## src/core/rtccal_defs.svh

```systemverilog
// Register offsets, field positions, reset values and timing figures of the clock core
`ifndef RTCCAL_DEFS_SVH
`define RTCCAL_DEFS_SVH

`define RTCCAL_ADDR_SEC 4'h0
`define RTCCAL_ADDR_MIN 4'h1
`define RTCCAL_ADDR_HOUR 4'h2
`define RTCCAL_ADDR_WDAY 4'h3
`define RTCCAL_ADDR_DAY 4'h4
`define RTCCAL_ADDR_MONTH 4'h5
`define RTCCAL_ADDR_YEAR 4'h6
`define RTCCAL_ADDR_TRIM 4'h7
`define RTCCAL_ADDR_CTRL2 4'hf

`define RTCCAL_MASK_SEC 8'h7f
`define RTCCAL_MASK_MIN 8'h7f
`define RTCCAL_MASK_HOUR 8'h3f
`define RTCCAL_MASK_WDAY 8'h07
`define RTCCAL_MASK_DAY 8'h3f
`define RTCCAL_MASK_MONTH 8'h1f
`define RTCCAL_MASK_YEAR 8'hff

`define RTCCAL_BIT_HOUR24 5
`define RTCCAL_BIT_ADJ_HALT 4
`define RTCCAL_BIT_CLKDIS 3
`define RTCCAL_BIT_PIRQ 2
`define RTCCAL_BIT_ALA 1
`define RTCCAL_BIT_ALB 0
`define RTCCAL_BIT_XSEL 7
`define RTCCAL_BIT_PM 5

`define RTCCAL_RST_SEC 8'h00
`define RTCCAL_RST_MIN 8'h00
`define RTCCAL_RST_HOUR 8'h00
`define RTCCAL_RST_WDAY 8'h00
`define RTCCAL_RST_DAY 8'h01
`define RTCCAL_RST_MONTH 8'h01
`define RTCCAL_RST_YEAR 8'h00
`define RTCCAL_RST_TRIM 8'h00

`define RTCCAL_DIV_32768 16'h8000
`define RTCCAL_DIV_32000 16'h7d00

`define RTCCAL_CLK_PERIOD_NS 20
`define RTCCAL_ADJ_LIMIT_32768_NS 122000
`define RTCCAL_ADJ_LIMIT_32000_NS 125000
`define RTCCAL_HALT_TIME_NS 100000

`endif

```

## src/core/rtccal_pkg.sv

```systemverilog
// Types shared by the clock core files
package rtccal_pkg;

  typedef logic [7:0] rtccal_bcd_type;

  typedef enum logic [1:0]
  {
    RTCCAL_HOURS_12 = 2'b01,
    RTCCAL_HOURS_24 = 2'b10
  } rtccal_hour_mode_type;

endpackage

```

## src/core/rtccal_bcd_step.sv

```systemverilog
// One step of a wrapping two-digit BCD counter
`timescale 1ns/10ps
module rtccal_bcd_step
(
  input wire logic [7:0] value,
  input wire logic [7:0] low_limit,
  input wire logic [7:0] high_limit,
  output logic [7:0] stepped,
  output logic wrapped
);

  logic [3:0] ones_up;
  logic [3:0] tens_up;

  assign ones_up = (value[3:0] == 4'h9) ? 4'h0 : value[3:0] + 4'h1;
  assign tens_up = (value[3:0] == 4'h9) ? value[7:4] + 4'h1 : value[7:4];
  // Anything at or past the limit wraps, so a bad value cannot run away
  assign wrapped = (value >= high_limit);
  assign stepped = wrapped ? low_limit : {tens_up, ones_up};

endmodule

```

## src/core/rtccal_core.sv

```systemverilog
// Time and calendar counters, trimming and status flags of the clock core
//
// Function
// Adjust write with seconds 00..29 clears seconds, minutes kept.
// Adjust write with seconds 30..59 clears seconds and increments minutes.
// Adjust completes within 122/125 us; writing 0 does nothing.
// Control bit 4 reads the oscillator-halt flag, 1 after reset or stop.
// Clock output runs at crystal rate while disable bit is 0.
// Periodic flag 1 drives interrupt pin low; 0 releases it.
// Writing 0 clears periodic flag in level mode only; next period sets it.
// Alarm flags set on alarm match, reset to 0.
// Writing 0 to an alarm flag releases its pin; host never writes 1.
// Seconds count BCD 00..59, carry into minutes on wrap.
// Minutes count BCD 00..59, carry into hours on wrap.
// Hours follow 12/24 mode, carry to day and weekday at midnight.
// Weekday counts 0..6 and wraps; host never writes 7.
// Day counts to 31 or 30 by month, then 1 with month carry.
// February ends at 29 in leap years, 28 otherwise.
// Month counts 1..12, wraps with carry into year.
// Year counts 00..99; every multiple of four is a leap year.
// Unused high counter bits ignore writes and read zero.
// Host must replace invalid time or date values with valid ones.
// Trim register MSB selects 32.768 or 32.000 kHz; resets to zero.
// Trim value adjusts only timekeeping, never the clock output.
// Control bit 5 selects 12-hour with PM bit (0) or 24-hour (1).
// Halt flag holds trim and output disable at zero; control write clears it.
// One-second advance divides the crystal by 32768 or 32000.
`timescale 1ns/10ps
`include "rtccal_defs.svh"
module rtccal_core
#(
  parameter logic HOUR24_DEFAULT = 1'b0,
  parameter logic CLKDIS_DEFAULT = 1'b0,
  parameter int HALT_CYCLES = `RTCCAL_HALT_TIME_NS / `RTCCAL_CLK_PERIOD_NS,
  parameter int ADJ_LIMIT_CYCLES = `RTCCAL_ADJ_LIMIT_32768_NS / `RTCCAL_CLK_PERIOD_NS,
  parameter int PRESCALE_32768 = `RTCCAL_DIV_32768,
  parameter int PRESCALE_32000 = `RTCCAL_DIV_32000
)
(
  input wire logic ref_clk,
  input wire logic rst,
  input wire logic crystal_in,
  input wire logic [3:0] reg_addr,
  input wire logic reg_write,
  input wire logic [7:0] reg_wdata,
  output logic [7:0] reg_rdata,
  input wire logic periodic_event,
  input wire logic periodic_level_mode,
  input wire logic alarm_a_match,
  input wire logic alarm_b_match,
  output logic clock_out_pin,
  output logic interrupt_pin_a_out,
  output logic interrupt_pin_a_oe,
  output logic interrupt_pin_b_out,
  output logic interrupt_pin_b_oe,
  output logic second_tick
);

  localparam int ADJ_LIMIT_32000_CYCLES =
    `RTCCAL_ADJ_LIMIT_32000_NS / `RTCCAL_CLK_PERIOD_NS;

  // The adjust is applied one cycle after the write, far inside both limits
  if (ADJ_LIMIT_CYCLES < 1 || ADJ_LIMIT_32000_CYCLES < 1)
  begin : bad_adjust_limit
    $error("adjust limit below one cycle");
  end
  if (HALT_CYCLES < 1 || HALT_CYCLES > 65535)
  begin : bad_halt_cycles
    $error("halt detection count out of range");
  end
  // Trim moves a period by up to 124 pulses either way
  if (PRESCALE_32768 < 130 || PRESCALE_32000 < 130 ||
      PRESCALE_32768 > 65000 || PRESCALE_32000 > 65000)
  begin : bad_prescale
    $error("prescaler count out of range");
  end

  // Crystal input synchroniser
  logic xtal_meta_reg;
  logic xtal_s2_reg;
  logic xtal_s3_reg;
  logic xtal_level_reg;
  logic xtal_rise;
  logic xtal_fall;

  always_ff @(posedge ref_clk or posedge rst)
  begin
    if (rst)
    begin
      xtal_meta_reg <= 1'b0;
      xtal_s2_reg <= 1'b0;
      xtal_s3_reg <= 1'b0;
      xtal_level_reg <= 1'b0;
    end
    else
    begin
      xtal_meta_reg <= crystal_in;
      xtal_s2_reg <= xtal_meta_reg;
      xtal_s3_reg <= xtal_s2_reg;
      if (xtal_s2_reg == xtal_s3_reg)
        xtal_level_reg <= xtal_s3_reg;
    end
  end

  assign xtal_rise = xtal_s2_reg & xtal_s3_reg & ~xtal_level_reg;
  assign xtal_fall = ~xtal_s2_reg & ~xtal_s3_reg & xtal_level_reg;

  // Registers
  logic [7:0] sec_reg;
  logic [7:0] min_reg;
  logic [7:0] hour_reg;
  logic [7:0] wday_reg;
  logic [7:0] day_reg;
  logic [7:0] month_reg;
  logic [7:0] year_reg;
  logic [7:0] trim_reg;
  logic hour24_reg;
  logic clkdis_reg;
  logic halt_reg;
  logic pirq_reg;
  logic ala_reg;
  logic alb_reg;
  logic adjust_reg;
  logic [15:0] pre_reg;
  logic [15:0] halt_cnt_reg;

  // Write decode
  logic wr_sec;
  logic wr_min;
  logic wr_hour;
  logic wr_wday;
  logic wr_day;
  logic wr_month;
  logic wr_year;
  logic wr_trim;
  logic wr_ctrl2;

  assign wr_sec = reg_write && reg_addr == `RTCCAL_ADDR_SEC;
  assign wr_min = reg_write && reg_addr == `RTCCAL_ADDR_MIN;
  assign wr_hour = reg_write && reg_addr == `RTCCAL_ADDR_HOUR;
  assign wr_wday = reg_write && reg_addr == `RTCCAL_ADDR_WDAY;
  assign wr_day = reg_write && reg_addr == `RTCCAL_ADDR_DAY;
  assign wr_month = reg_write && reg_addr == `RTCCAL_ADDR_MONTH;
  assign wr_year = reg_write && reg_addr == `RTCCAL_ADDR_YEAR;
  assign wr_trim = reg_write && reg_addr == `RTCCAL_ADDR_TRIM;
  assign wr_ctrl2 = reg_write && reg_addr == `RTCCAL_ADDR_CTRL2;

  // Trimming: two crystal pulses per step, applied at seconds 00, 20 and 40
  logic [6:0] trim_value;
  logic [7:0] trim_neg_steps;
  logic [15:0] trim_add;
  logic [15:0] trim_sub;
  logic trim_second;
  logic [15:0] base_period;
  logic [15:0] period;
  logic pre_end;

  assign trim_value = trim_reg[6:0];
  assign trim_neg_steps = 8'h80 - {1'b0, trim_value};
  assign trim_second = (sec_reg == 8'h00) || (sec_reg == 8'h20) || (sec_reg == 8'h40);
  // trim timekeeping only
  assign trim_add = (!trim_value[6] && trim_value > 7'h01 && trim_second)
                    ? {8'h00, trim_value - 7'h01, 1'b0} : 16'h0000;
  assign trim_sub = (trim_value[6] && trim_neg_steps < 8'h3f && trim_second)
                    ? {7'h00, trim_neg_steps, 1'b0} : 16'h0000;
  // crystal select
  // one second divider
  assign base_period = trim_reg[`RTCCAL_BIT_XSEL] ? PRESCALE_32000[15:0] : PRESCALE_32768[15:0];
  assign period = base_period + trim_add - trim_sub;
  assign pre_end = xtal_rise && (pre_reg >= period - 16'h0001);

  // Second adjust decision
  logic adj_round_up;
  logic tick;

  // low half keeps minutes
  // high half rounds up
  assign adj_round_up = adjust_reg && (sec_reg >= 8'h30);
  assign tick = pre_end && !adjust_reg;

  // BCD counters: seconds, minutes, day, month, year
  logic [7:0] cnt_val [0:4];
  logic [7:0] cnt_low [0:4];
  logic [7:0] cnt_high [0:4];
  logic [7:0] cnt_step [0:4];
  logic cnt_wrap [0:4];
  logic leap_year;
  logic [7:0] month_end;

  // leap every fourth year
  assign leap_year = year_reg[4] ? (year_reg[3:0] == 4'h2 || year_reg[3:0] == 4'h6)
                                 : (year_reg[3:0] == 4'h0 || year_reg[3:0] == 4'h4 ||
                                    year_reg[3:0] == 4'h8);
  // month lengths
  // February length
  assign month_end = (month_reg == 8'h02) ? (leap_year ? 8'h29 : 8'h28) :
                     (month_reg == 8'h04 || month_reg == 8'h06 ||
                      month_reg == 8'h09 || month_reg == 8'h11) ? 8'h30 : 8'h31;

  assign cnt_val[0] = sec_reg;
  assign cnt_val[1] = min_reg;
  assign cnt_val[2] = day_reg;
  assign cnt_val[3] = month_reg;
  assign cnt_val[4] = year_reg;
  assign cnt_low[0] = 8'h00;
  assign cnt_low[1] = 8'h00;
  assign cnt_low[2] = 8'h01;
  assign cnt_low[3] = 8'h01;
  assign cnt_low[4] = 8'h00;
  // seconds limit
  assign cnt_high[0] = 8'h59;
  // minutes limit
  assign cnt_high[1] = 8'h59;
  assign cnt_high[2] = month_end;
  // month limit
  assign cnt_high[3] = 8'h12;
  // year limit
  assign cnt_high[4] = 8'h99;

  genvar gi;
  generate
    for (gi = 0; gi < 5; gi++)
    begin : counter_step
      rtccal_bcd_step step_inst
      (
        .value(cnt_val[gi]),
        .low_limit(cnt_low[gi]),
        .high_limit(cnt_high[gi]),
        .stepped(cnt_step[gi]),
        .wrapped(cnt_wrap[gi])
      );
    end
  endgenerate

  // Carry chain
  logic min_inc;
  logic hour_inc;
  logic day_inc;
  logic month_inc;
  logic year_inc;

  // seconds carry
  assign min_inc = (tick && cnt_wrap[0]) || adj_round_up;
  // minutes carry
  assign hour_inc = min_inc && cnt_wrap[1];

  // Hours in the selected display mode
  rtccal_pkg::rtccal_hour_mode_type hour_mode;
  logic [3:0] hour_ones_up;
  logic [3:0] hour_tens_up;
  logic [7:0] hour_plus;
  logic [4:0] hour_12;
  logic hour_pm;
  logic [7:0] hour_step;
  logic hour_carry;

  // hour mode select
  assign hour_mode = hour24_reg ? rtccal_pkg::RTCCAL_HOURS_24 : rtccal_pkg::RTCCAL_HOURS_12;
  assign hour_ones_up = (hour_reg[3:0] == 4'h9) ? 4'h0 : hour_reg[3:0] + 4'h1;
  assign hour_tens_up = (hour_reg[3:0] == 4'h9) ? hour_reg[7:4] + 4'h1 : hour_reg[7:4];
  assign hour_plus = {hour_tens_up, hour_ones_up};
  assign hour_12 = hour_reg[4:0];
  assign hour_pm = hour_reg[`RTCCAL_BIT_PM];

  // midnight carry
  always_comb
  begin
    hour_step = hour_plus;
    hour_carry = 1'b0;
    unique case (hour_mode)
      rtccal_pkg::RTCCAL_HOURS_24:
      begin
        if (hour_reg >= 8'h23)
        begin
          hour_step = 8'h00;
          hour_carry = 1'b1;
        end
      end
      rtccal_pkg::RTCCAL_HOURS_12:
      begin
        if (hour_12 >= 5'h12)
          hour_step = {2'b00, hour_pm, 5'h01};
        else if (hour_12 == 5'h11)
        begin
          hour_step = hour_pm ? 8'h12 : 8'h32;
          hour_carry = hour_pm;
        end
        else
          hour_step = {2'b00, hour_pm, hour_plus[4:0]};
      end
    endcase
  end

  assign day_inc = hour_inc && hour_carry;
  assign month_inc = day_inc && cnt_wrap[2];
  assign year_inc = month_inc && cnt_wrap[3];

  // weekday wraps after six
  logic [7:0] wday_step;
  assign wday_step = (wday_reg >= 8'h06) ? 8'h00 : wday_reg + 8'h01;

  // Next values; a host write beats a count in the same cycle
  // unused bits masked
  // seconds cleared
  logic [7:0] sec_next;
  logic [7:0] min_next;
  logic [7:0] hour_next;
  logic [7:0] wday_next;
  logic [7:0] day_next;
  logic [7:0] month_next;
  logic [7:0] year_next;
  logic [7:0] trim_next;

  assign sec_next = wr_sec ? reg_wdata & `RTCCAL_MASK_SEC :
                    adjust_reg ? 8'h00 : tick ? cnt_step[0] : sec_reg;
  assign min_next = wr_min ? reg_wdata & `RTCCAL_MASK_MIN :
                    min_inc ? cnt_step[1] : min_reg;
  assign hour_next = wr_hour ? reg_wdata & `RTCCAL_MASK_HOUR :
                     hour_inc ? hour_step : hour_reg;
  assign wday_next = wr_wday ? reg_wdata & `RTCCAL_MASK_WDAY :
                     day_inc ? wday_step : wday_reg;
  assign day_next = wr_day ? reg_wdata & `RTCCAL_MASK_DAY :
                    day_inc ? cnt_step[2] : day_reg;
  assign month_next = wr_month ? reg_wdata & `RTCCAL_MASK_MONTH :
                      month_inc ? cnt_step[3] : month_reg;
  assign year_next = wr_year ? reg_wdata & `RTCCAL_MASK_YEAR :
                     year_inc ? cnt_step[4] : year_reg;
  // trim held while halted
  assign trim_next = halt_reg ? 8'h00 : wr_trim ? reg_wdata : trim_reg;

  always_ff @(posedge ref_clk or posedge rst)
  begin
    if (rst)
    begin
      sec_reg <= `RTCCAL_RST_SEC;
      min_reg <= `RTCCAL_RST_MIN;
      hour_reg <= `RTCCAL_RST_HOUR;
      wday_reg <= `RTCCAL_RST_WDAY;
      day_reg <= `RTCCAL_RST_DAY;
      month_reg <= `RTCCAL_RST_MONTH;
      year_reg <= `RTCCAL_RST_YEAR;
      trim_reg <= `RTCCAL_RST_TRIM;
    end
    else
    begin
      sec_reg <= sec_next;
      min_reg <= min_next;
      hour_reg <= hour_next;
      wday_reg <= wday_next;
      day_reg <= day_next;
      month_reg <= month_next;
      year_reg <= year_next;
      trim_reg <= trim_next;
    end
  end

  // Prescaler restarts on adjust so the next second is a full one
  logic [15:0] pre_next;
  assign pre_next = adjust_reg ? 16'h0000 : pre_end ? 16'h0000 :
                    xtal_rise ? pre_reg + 16'h0001 : pre_reg;

  // Halt detection: crystal edges absent for HALT_CYCLES
  logic halt_seen;
  logic [15:0] halt_cnt_next;
  assign halt_seen = (halt_cnt_reg >= HALT_CYCLES[15:0] - 16'h0001);
  assign halt_cnt_next = xtal_rise ? 16'h0000 : halt_seen ? halt_cnt_reg :
                         halt_cnt_reg + 16'h0001;

  // adjust in one cycle
  logic adjust_next;
  assign adjust_next = wr_ctrl2 && reg_wdata[`RTCCAL_BIT_ADJ_HALT];

  // Status flags: hardware set wins over host clear
  // halt flag set
  // control write clears
  logic halt_next;
  logic clkdis_next;
  logic pirq_next;
  logic ala_next;
  logic alb_next;
  assign halt_next = halt_seen || (halt_reg && !wr_ctrl2);
  assign clkdis_next = halt_reg ? 1'b0 : wr_ctrl2 ? reg_wdata[`RTCCAL_BIT_CLKDIS] : clkdis_reg;
  // level mode clear
  assign pirq_next = periodic_event ||
                     (pirq_reg && !(wr_ctrl2 && periodic_level_mode &&
                                    !reg_wdata[`RTCCAL_BIT_PIRQ]));
  // alarm flag set
  // write zero clears
  assign ala_next = alarm_a_match || (ala_reg && !(wr_ctrl2 && !reg_wdata[`RTCCAL_BIT_ALA]));
  assign alb_next = alarm_b_match || (alb_reg && !(wr_ctrl2 && !reg_wdata[`RTCCAL_BIT_ALB]));

  always_ff @(posedge ref_clk or posedge rst)
  begin
    if (rst)
    begin
      pre_reg <= 16'h0000;
      halt_cnt_reg <= 16'h0000;
      halt_reg <= 1'b1;
      adjust_reg <= 1'b0;
      hour24_reg <= HOUR24_DEFAULT;
      clkdis_reg <= CLKDIS_DEFAULT;
      pirq_reg <= 1'b0;
      ala_reg <= 1'b0;
      alb_reg <= 1'b0;
    end
    else
    begin
      pre_reg <= pre_next;
      halt_cnt_reg <= halt_cnt_next;
      halt_reg <= halt_next;
      adjust_reg <= adjust_next;
      hour24_reg <= wr_ctrl2 ? reg_wdata[`RTCCAL_BIT_HOUR24] : hour24_reg;
      clkdis_reg <= clkdis_next;
      pirq_reg <= pirq_next;
      ala_reg <= ala_next;
      alb_reg <= alb_next;
    end
  end

  // Read mux; unmapped offsets read zero
  logic [7:0] ctrl2_view;
  logic [7:0] rd_mux;
  assign ctrl2_view = {2'b00, hour24_reg, halt_reg, clkdis_reg, pirq_reg, ala_reg, alb_reg};
  assign rd_mux = (reg_addr == `RTCCAL_ADDR_SEC) ? sec_reg :
                  (reg_addr == `RTCCAL_ADDR_MIN) ? min_reg :
                  (reg_addr == `RTCCAL_ADDR_HOUR) ? hour_reg :
                  (reg_addr == `RTCCAL_ADDR_WDAY) ? wday_reg :
                  (reg_addr == `RTCCAL_ADDR_DAY) ? day_reg :
                  (reg_addr == `RTCCAL_ADDR_MONTH) ? month_reg :
                  (reg_addr == `RTCCAL_ADDR_YEAR) ? year_reg :
                  (reg_addr == `RTCCAL_ADDR_TRIM) ? trim_reg :
                  (reg_addr == `RTCCAL_ADDR_CTRL2) ? ctrl2_view : 8'h00;

  // Output stage; interrupt pins are open drain, active low
  always_ff @(posedge ref_clk or posedge rst)
  begin
    if (rst)
    begin
      reg_rdata <= 8'h00;
      clock_out_pin <= 1'b0;
      interrupt_pin_a_out <= 1'b0;
      interrupt_pin_a_oe <= 1'b0;
      interrupt_pin_b_out <= 1'b0;
      interrupt_pin_b_oe <= 1'b0;
      second_tick <= 1'b0;
    end
    else
    begin
      reg_rdata <= rd_mux;
      // clock output gate
      clock_out_pin <= xtal_level_reg && !clkdis_reg && !xtal_fall;
      interrupt_pin_a_out <= 1'b0;
      // periodic pin low
      interrupt_pin_a_oe <= pirq_reg || ala_reg;
      interrupt_pin_b_out <= 1'b0;
      interrupt_pin_b_oe <= alb_reg;
      second_tick <= tick;
    end
  end

endmodule

```

## config.mk

```make
export PLATFORM = sky130hd
export DESIGN_NAME = rtccal_core
export DESIGN_NICKNAME = d
export VERILOG_FILES = /design/src/core/rtccal_pkg.sv /design/src/core/rtccal_bcd_step.sv /design/src/core/rtccal_core.sv
export VERILOG_INCLUDE_DIRS = /design/src /design/src/core
export SDC_FILE = /design/constraint.sdc
export NUM_CORES = 1
export LEC_CHECK = 0
export BUFFER_PORTS_ARGS = -buffer_cell sky130_fd_sc_hd__buf_4
export CAP_MARGIN = 15
export CORE_AREA = 2 2 93 162
export DETAILED_ROUTE_END_ITERATION = 10
export DIE_AREA = 0 0 95 164
export PLACE_DENSITY = 0.85
export SLEW_MARGIN = 10
export SYNTH_ARGS = -nofsm -noshare
export SYNTH_HDL_FRONTEND = slang
export SYNTH_HIERARCHICAL = 1
export SYNTH_SLANG_ARGS = --single-unit
```

## constraint.sdc

```tcl
create_clock -name ref_clk -period 8.25 [get_ports ref_clk]
set_clock_uncertainty 0.1 [all_clocks]
set_input_delay 1.65 -clock ref_clk [delete_from_list [all_inputs] [get_ports ref_clk]]
set_output_delay 1.65 -clock ref_clk [all_outputs]
set_load 0.1 [all_outputs]
```

**After elaboration in Yosys (flattened, before gate mapping)**

Index checks and enable logic that the tools add are counted.

- Word-level logic and storage cells: 256
- Bits of input ports: 20
- Register bits after elaboration: 119
- Output and inout port bits: 14

- $lt $le $gt $ge: 13
- Bitwise gates (word level): 7
- $add $sub $neg: 20
- Reduce and logical (&&, ||, !) cells: 82
- Mux-type cells: 68
- Equal/unequal tests: 33

Operators by type and width:

| cell | number |
|---|---|
| 8-bit two-way mux | 33 |
| 16-bit two-way mux | 6 |
| 4-bit by 1-bit adder with 4-bit output (second input constant) | 12 |
| 4-bit two-way mux | 12 |
| 16-bit by 1-bit adder with 16-bit output (second input constant) | 2 |
| 4-bit equality test (second input constant) | 8 |
| 1-bit logical AND | 32 |
| 4-bit by 3-bit equality test with 1-bit output (second input constant) | 6 |
| 6-bit two-way mux | 4 |
| 3-bit nonzero test | 6 |
| 16-bit by 8-bit adder with 16-bit output | 1 |
| 8-bit by 3-bit equality test with 1-bit output (second input constant) | 2 |
| 16-bit by 13-bit >= comparator with 1-bit output (second input constant) | 1 |
| 16-bit >= comparator | 1 |
| 8-bit by 6-bit >= comparator with 1-bit output (second input constant) | 2 |
| 8-bit by 7-bit >= comparator with 1-bit output (second input constant) | 2 |
| 8-bit case mux with 2 select lines | 1 |
| 2-bit nonzero test | 8 |
| 16-bit by 1-bit subtractor with 16-bit output (second input constant) | 1 |
| 16-bit by 9-bit subtractor with 16-bit output | 1 |
| 1-bit logical OR | 14 |
| 4-bit by 2-bit equality test with 1-bit output (second input constant) | 3 |
| 2-bit AND reduction | 6 |
| 1-bit zero test | 11 |
| other kinds (34) | 48 |

**Longest topological paths before layout**

Gate-level depths: netlist (run 1).

- Depth after elaboration: 19
- Mapped depth: 24
- Depth with buffers taken out: 22

**Modules after synthesis**

The synthesis (run 1) kept the hierarchy.

By module, submodules not included:

| module | seq. area each (sq um) | cells an instance | area each (sq um) | times used |
|---|---|---|---|---|
| rtccal_core | 2981.6 | 803 | 7324.5 | 1 |
| rtccal_bcd_step | 0.0 | 53 | 437.9 | 5 |

**Worst setup path before layout (run 1)**

No wires, ideal clock.

- Path kind: flip-flop to flip-flop
- Start point: reg sec_reg[1]
- End point: reg day_reg[2]
- Arrival time: 4.857 ns
- Data required time: 8.014 ns
- Setup slack: 3.157 ns
- Library setup time: 0.136 ns
- Cell stages (with the launch flop): 22
- Cells stage by stage: dfrtp_1 -> or4_1 -> a211oi_1 -> nand2_1 -> a41oi_1 -> nand2_1 -> fa_1 -> a21o_1 -> a21oi_1 -> o21bai_1 -> a21oi_1 -> nor2b_1 -> o311a_1 -> ha_1 -> nand3_1 -> nor4_2 -> a22o_2 -> o21ai_2 -> nor3_4 -> buf_6 -> mux2i_1 -> o21ai_1

- Longest elaborated chain between the ends: 16
- Elaborated cells on any way between the ends: 23

Ends and longest elaborated chain:

| element | line | RTL |
|---|---|---|
| from (decl) | rtccal_core.sv:109 | `logic [7:0] sec_reg;` |
| from (signal assigned) | rtccal_core.sv:335 | `` sec_reg <= `RTCCAL_RST_SEC; `` |
| from (signal assigned) | rtccal_core.sv:346 | `sec_reg <= sec_next;` |
| 8-bit by 6-bit equality test with 1-bit output or 8-bit zero test (tied branches) | rtccal_core.sv:160 | `assign trim_second = (sec_reg == 8'h00) \|\| (sec_reg == 8'h20) \|\| (sec_reg == 8'h40);` |
| 1-bit logical OR (2 in series) | rtccal_core.sv:160 |  |
| 1-bit logical AND | rtccal_core.sv:162 | `assign trim_add = (!trim_value[6] && trim_value > 7'h01 && trim_second)` |
| 8-bit two-way mux | rtccal_core.sv:163 | `? {8'h00, trim_value - 7'h01, 1'b0} : 16'h0000;` |
| 16-bit by 8-bit adder with 16-bit output | rtccal_core.sv:169 | `assign period = base_period + trim_add - trim_sub;` |
| 16-bit by 9-bit subtractor with 16-bit output | rtccal_core.sv:169 |  |
| 16-bit by 1-bit subtractor with 16-bit output | rtccal_core.sv:170 | `assign pre_end = xtal_rise && (pre_reg >= period - 16'h0001);` |
| 16-bit >= comparator | rtccal_core.sv:170 |  |
| 1-bit logical AND | rtccal_core.sv:170 |  |
| 1-bit logical AND | rtccal_core.sv:179 | `assign tick = pre_end && !adjust_reg;` |
| 1-bit logical AND | rtccal_core.sv:243 | `assign min_inc = (tick && cnt_wrap[0]) \|\| adj_round_up;` |
| 1-bit logical OR * | rtccal_core.sv:243 |  |
| 1-bit logical AND * | rtccal_core.sv:245 | `assign hour_inc = min_inc && cnt_wrap[1];` |
| 1-bit logical AND * | rtccal_core.sv:294 | `assign day_inc = hour_inc && hour_carry;` |
| 2-bit nonzero test (no source line) * | - |  |
| to (signal assigned) | rtccal_core.sv:339 | `` day_reg <= `RTCCAL_RST_DAY; `` |
| to (signal assigned) | rtccal_core.sv:350 | `day_reg <= day_next;` |
| to (decl) | rtccal_core.sv:113 | `logic [7:0] day_reg;` |

Mark *: on every way between the ends. The rest lies on a longest branch, timed or not.
A chain may end at the register's enable or synchronous reset.

**Worst setup path in the final report (run 1)**

- Start point: reg sec_reg[1]
- End point: reg pre_reg[14]

- Longest elaborated chain between the ends: 12
- Elaborated cells on any way between the ends: 17

Ends and longest elaborated chain:

| element | line | RTL |
|---|---|---|
| 8-bit by 6-bit equality test with 1-bit output or 8-bit zero test (tied branches) | rtccal_core.sv:160 |  |
| 1-bit logical OR | rtccal_core.sv:160 |  |
| 1-bit logical OR * | rtccal_core.sv:160 |  |
| 1-bit logical AND | rtccal_core.sv:162 |  |
| 8-bit two-way mux | rtccal_core.sv:163 |  |
| 16-bit by 8-bit adder with 16-bit output | rtccal_core.sv:169 |  |
| 16-bit by 9-bit subtractor with 16-bit output * | rtccal_core.sv:169 |  |
| 16-bit by 1-bit subtractor with 16-bit output * | rtccal_core.sv:170 |  |
| 16-bit >= comparator * | rtccal_core.sv:170 |  |
| 1-bit logical AND * | rtccal_core.sv:170 |  |
| 16-bit two-way mux (2 in series) | rtccal_core.sv:359 | `assign pre_next = adjust_reg ? 16'h0000 : pre_end ? 16'h0000 :` |
| to (signal assigned) | rtccal_core.sv:408 | `pre_reg <= pre_next;` |
| to (decl) | rtccal_core.sv:124 | `logic [15:0] pre_reg;` |

Marks and branches as above.

==> results of run 1 <==
[power by group through the flow]
| stage | combinational (mW) | clock [mW] | sequential, mW |
|---|---|---|---|
| floorplan | 0.626 | 0 | 0.816 |
| global placement | 0.766 | 0 | 0.834 |
| detailed placement | 0.798 | 0 | 0.841 |
| CTS | 0.809 | 0.785 | 0.832 |
| global route | 0.908 | 0.810 | 0.851 |
| finish | 0.814 | 0.784 | 0.840 |
[path summary, 6_finish.rpt]
path                                    startpoint                          end  slack, ns
min in group asynchronous                      rst  halt_cnt_reg[7]$_DFFE_PP0P_       1.19
max in group asynchronous                      rst       sec_reg[0]$_DFFE_PP0P_       5.48
hold reg to reg            xtal_meta_reg$_DFF_PP0_        xtal_s2_reg$_DFF_PP0_       0.26
hold / removal             xtal_meta_reg$_DFF_PP0_        xtal_s2_reg$_DFF_PP0_       0.26
setup / recovery            sec_reg[1]$_DFFE_PP0P_      pre_reg[14]$_DFFE_PP0P_       2.03
setup reg to reg            sec_reg[1]$_DFFE_PP0P_      pre_reg[14]$_DFFE_PP0P_       2.03
[metal layers]
metal,up-vias,wire length [um],track usage [%]
met1,3981,8840,36.0
li1,3931,-,-
met4,0,1670,20.9
met5,-,0,0
met3,134,1430,6.51
met2,328,12100,55.5
[metrics by stage]
step | hold slack, ns | util, %
CTS | 0.256 | 75.1
global route | 0.267 | 75.1
detailed placement | 0.236 | 70.7
finish | 0.256 | 75.1
global placement | 0.234 | 70.7
floorplan | 0.231 | -
[layout make-up]
cell class              count  area (um2)
multi-input cells         916        6370
fillers                  1035        3570
flip-flops and latches    119        2980
clock buffers              19         453
inverters                  71         269
repair buffers             35         263
well taps                 180         225
clock inverters            13         169
==> results.txt, run 1 <==
status = complete, no violations
Worst Path Buf+Inv = 1
final wirelength = 24.1 mm
unrepaired setup endpoints after global routing = no
Sum Neg Setup Slack = 0 ns
initial antenna violation count = 0
total chip power = 2.44 mW
CTS Hold Buffers Added = 0
longest individual stage delay on the worst path = 0.84 ns
part of the total power dissipated in combinational logic = 33.4%
endpoint class of the critical path = flop
number of vias after detailed routing = 8374
number of gates resized after cts = 0
first drt pass iteration count = 6
CP Data Required Time = 8.46 ns
antenna cell count = 0
most used cell, CP = a21oi_1
detailed placer's ending HPWL = 17.4 mm
number of I/O port buffers = 31
leakage dissipation = 4.99 nW
initial detailed-routing violation count = 591
instance area after placement = 0.0101 mm2
CP delay by family, top = compound AO/OA/AOI/OAI gates
Critical Path Fanout Max = 26
highest-count cells in the layout ignoring fill and taps = nand2_1, dfrtp_1, conb_1
critical path start-end classification = reg -> reg
clock tree from TritonCTS = done
number of clock buffers inserted by TritonCTS = 17
clk sink count = 119
final hold vios = 0
WP depth = 21
slew at the pin closest to its max-slew limit = 0.983 ns
global-route wire length before repair = 39.8 mm
root buffer selected by CTS = clkbuf_16
ordered cell list for the critical path = or4_1, a211oi_1, nand2_1, a41oi_1, nand2_1, fa_1, a21o_1, a21oi_1, o21bai_1, a21oi_1, nor2b_1, o311a_1, inv_1, ha_1, nand3_1, nor3_1, a22oi_1, nand4_1, a21oi_1, o21ai_0, o31ai_1
I/O Pins = 34
area of the core = 0.0143 mm2
setup repair bufs after CTS = 0
IR drop worst, VDD = 0.186 mV
final std cell area, no fill = 0.0107 mm2
average wire per standard cell = 17.8 um
most common cell after layout, fill and taps aside = nand2_1
synthesis-to-finish area growth = 12.8%
Placed Cells incl. Taps = 1321
Yosys warning count = 6
worst slew slack as a fraction of its limit = 34.3%
data arrival time at the worst-slack endpoint = 6.44 ns
post-synthesis cell count = 1067
power density cells = 227 mW/mm2
RD Place Congestion = 0.985
Bufs on Longest Clock Path = 2
Worst Setup Slack post-DPL = 2.07 ns
fraction of power consumed by sequential logic = 34.4%
max-capacitance violation count = 0
post-layout instance count excluding filler cells = 1353
floorplan die height = 164 um
pin count of the biggest net entering global routing = 75
slowest stage cell, crit path = nand4_1
Post-route DRC = 0
detail-routed via count per cell = 6.19
time the final worst path needs with I/O delays and setup = 6.22 ns
setup violators final = 0
final worst slack = 2.03 ns
Max Clk Rate = 161 MHz
part of the total power dissipated in the clock network = 32.2%
effective utilization at floorplan = 66.5%
total die area = 0.0156 mm2
layout cells sized above 1 = 14.0%
DIE WIDTH = 95 um
Std-Cell Rows = 58
H-tree levels = 4
Final Max Slew Viols = 0
net switching component of the power = 0.910 mW
overall track demand over capacity in global routing = 32.4%
Worst Hold Depth = 0
sort of element at the start of the critical path = flop
number of antenna-violating nets in the routed design = 0
switching power as a share of total power = 37.3%
depth of the worst register-to-register path = 21
cell-internal power = 1.53 mW
mapped cell area = 0.00951 mm2
class of the tightest hold or removal check = reg -> reg
number of global-route vias before repair = 8441
share of the clock period used by the worst path = 75.4%
clock transition at the register clock pins on the worst setup and hold paths after CTS = 0.06 ns
clock network latency to the later pin of the worst-skew pair = 0.42 ns
per-instance average area after synthesis = 8.91 um2
Layout Nets = 1260
total overflow reported by the global router = 0
(Power assumes the default switching activity.)
==> inputs of run 2 (changes only) <==
CORE_AREA = 2 2 96 167   (was 2 2 93 162)
DIE_AREA = 0 0 98 169   (was 0 0 95 164)
PLACE_DENSITY = 0.8   (was 0.85)
clock period = 5.9 ns   (was 8.25 ns; I/O delays follow)
==> run 2 against run 1 <==
Maximum frequency rose by 13%. Non-clock buffer count is 11 higher. Cell area is 1.1% higher. Via count shrank 2.2%. Utilization decreased by 3.9 points. Die area up 6.3%. Worst hold slack worse by 0.0070 ns. Count of clock-buffer cells in the layout increased by 2. Clock power is 43% higher. Global-route usage is 2.5 points lower. First-iteration DRC count decreased by 3.6%.
==> results.txt, run 2 (synthesis results as in run 1) <==
launch point of the worst hold path = xtal_meta_reg$_DFF_PP0_
worst slew slack as a fraction of its limit = 30.7% (-3.5 points)
Layout Nets = 1271 (+0.87%)
leakage dissipation = 5.05 nW (+1.2%)
floorplan die height = 169 um (+3.0%)
layout cells sized above 1 = 14.7% (+0.71 points)
synthesis-to-finish area growth = 14.0%
initial antenna violation count = 0 (unchanged)
antenna cell count = 0 (unchanged)
H-tree levels = 4 (unchanged)
time the final worst path needs with I/O delays and setup = 5.49 ns (-0.736 ns)
most common cell after layout, fill and taps aside = nand2_1
share of the clock period used by the worst path = 93.0% (+18 points)
filler cell count = 1171 (+13%)
IR drop worst, VDD = 0.230 mV (+24%)
CTS Hold Buffers Added = 0 (unchanged)
I/O Pins = 34 (unchanged)
total chip power = 3.44 mW (+41%)
setup violators final = 0 (unchanged)
number of I/O port buffers = 31 (unchanged)
Max Clk Rate = 182 MHz (+13%)
data arrival time at the worst-slack endpoint = 5.68 ns (-0.76 ns)
final wirelength = 24.3 mm (+1.1%)
root buffer selected by CTS = clkbuf_16
Critical Path Fanout Max = 10 (-62%)
overall track demand over capacity in global routing = 29.9% (-2.5 points)
class of the tightest hold or removal check = reg -> reg
CP Data Required Time = 6.09 ns (-2.37 ns)
sort of element at the start of the critical path = flop
detail-routed via count per cell = 5.98 (-3.4%)
Std-Cell Rows = 60 (+3.4%)
Sequential Area = 0.00298 mm2 (unchanged)
clock transition at the register clock pins on the worst setup and hold paths after CTS = 0.06 ns (about the same)
Final Max Slew Viols = 0 (unchanged)
number of clock buffers inserted by TritonCTS = 17 (unchanged)
clock network latency to the later pin of the worst-skew pair = 0.41 ns (about the same)
Critical R2R Launch = sec_reg[1]$_DFFE_PP0P_
global-route wire length before repair = 39.7 mm (-0.19%)
detailed placer's ending HPWL = 17.7 mm (+1.8%)
final hold vios = 0 (unchanged)
initial detailed-routing violation count = 570 (-3.6%)
multi-input combinational cell area = 0.00637 mm2 (about the same)
area of the core = 0.0152 mm2 (+6.6%)
max-capacitance violation count = 0 (unchanged)
Bufs on Longest Clock Path = 2 (unchanged)
total die area = 0.0166 mm2 (+6.3%)
status = complete, no violations
critical path start-end classification = reg -> reg
endpoint class of the critical path = flop
RD Place Congestion = 0.916 (-7.0%)
first element of the critical path = sec_reg[1]$_DFFE_PP0P_
number of global-route vias before repair = 8031 (-4.9%)
power density cells = 317 mW/mm2 (+40%)
final core utilization = 71.2% (-3.9 points)
total overflow reported by the global router = 0 (unchanged)
clock tree from TritonCTS = done
effective utilization at floorplan = 62.4% (-4.1 points)
highest-count cells in the layout ignoring fill and taps = nand2_1, dfrtp_1, conb_1
first drt pass iteration count = 5 (-1)
number of vias after detailed routing = 8193 (-2.2%)
slew at the pin closest to its max-slew limit = 1.04 ns (+0.0559 ns)
clk sink count = 119 (unchanged)
unrepaired setup endpoints after global routing = no
average wire per standard cell = 17.8 um (-0.19%)
number of antenna-violating nets in the routed design = 0 (unchanged)
Sum Neg Setup Slack = 0 ns (unchanged)
pin count of the biggest net entering global routing = 82 (+9.3%)
Post-route DRC = 0 (unchanged)
DIE WIDTH = 98 um (+3.2%)
## run 2: changes by cell type in the layout (fill, tap and decap cells not counted)
cell / change
and2_1: -1
and2_2: +1
buf_12: +1
buf_4: +10
bufinv_16: +1
clkbuf_1: +2
clkinv_4: -1
clkinvlp_4: +1
inv_6: -3
## run 2: worst paths after layout
kind | endpoint | cells after the start | slack, ns
max | wday_reg[4]$_DFFE_PP0P_ | 23 | 0.41
min | xtal_s2_reg$_DFF_PP0_ | 0 | 0.25
max in group asynchronous | min_reg[1]$_DFFE_PP0P_ | 3 | 3.72
min in group asynchronous | pre_reg[0]$_DFFE_PP0P_ | 2 | 0.89
min reg2reg | xtal_s2_reg$_DFF_PP0_ | 0 | 0.25
max reg2reg | wday_reg[4]$_DFFE_PP0P_ | 23 | 0.41
## run 2: stage by stage
stage	std cells	worst slack [ns]	instance area [um2]	hold WS, ns
global placement	1335	0.393	10200	0.240
floorplan	1147	0.807	9810	0.231
detailed placement	1335	0.271	10200	0.240
CTS	1367	0.229	10800	0.252
finish	1370	0.414	10800	0.249
global route	1370	0.0701	10800	0.254
## run 2: timing repair
action	in CTS	in global routing
resized for setup	0	1
setup endpoints to repair	0	22
hold endpoints to repair	0	0
setup buffers	0	2
## run 2: worst max-delay path, stage by stage (launching register included)
cell and delay, ns:
dfrtp_1 0.48, or4_1 0.61, a211oi_1 0.19, nand2_1 0.07, a41oi_1 0.26, nand2_1 0.15
fa_1 0.46, a21o_1 0.20, a21oi_1 0.22, o21bai_1 0.09, a21oi_1 0.21, nor2b_1 0.11
o311a_1 0.34, inv_1 0.07, ha_1 0.26, nand3_1 0.15, nor3_1 0.10, a22o_2 0.29
o21ai_2 0.37, nor3_4 0.07, buf_12 0.16, buf_4 0.15, a41oi_2 0.19, nor2_1 0.06
## run 2: where the power goes
group	switching, mW	internal [mW]
sequential	0.225	0.936
combinational	0.645	0.519
clock	0.387	0.731
## run 2: final cells by class
cell class / instances / area share, %
tap: 186 / 2.15
inverter: 71 / 2.48
multi-input combinational: 916 / 58.8
clock inverter: 11 / 1.58
sequential: 119 / 27.5
timing repair buffer: 46 / 3.30
clock buffer: 21 / 4.25
## run 2: routing by layer
metal / global-route usage [%] / wire, um
met5: 0 / 0
met4: 18.7 / 1560
met3: 3.63 / 1180
met2: 54.8 / 12600
met1: 32.2 / 8940
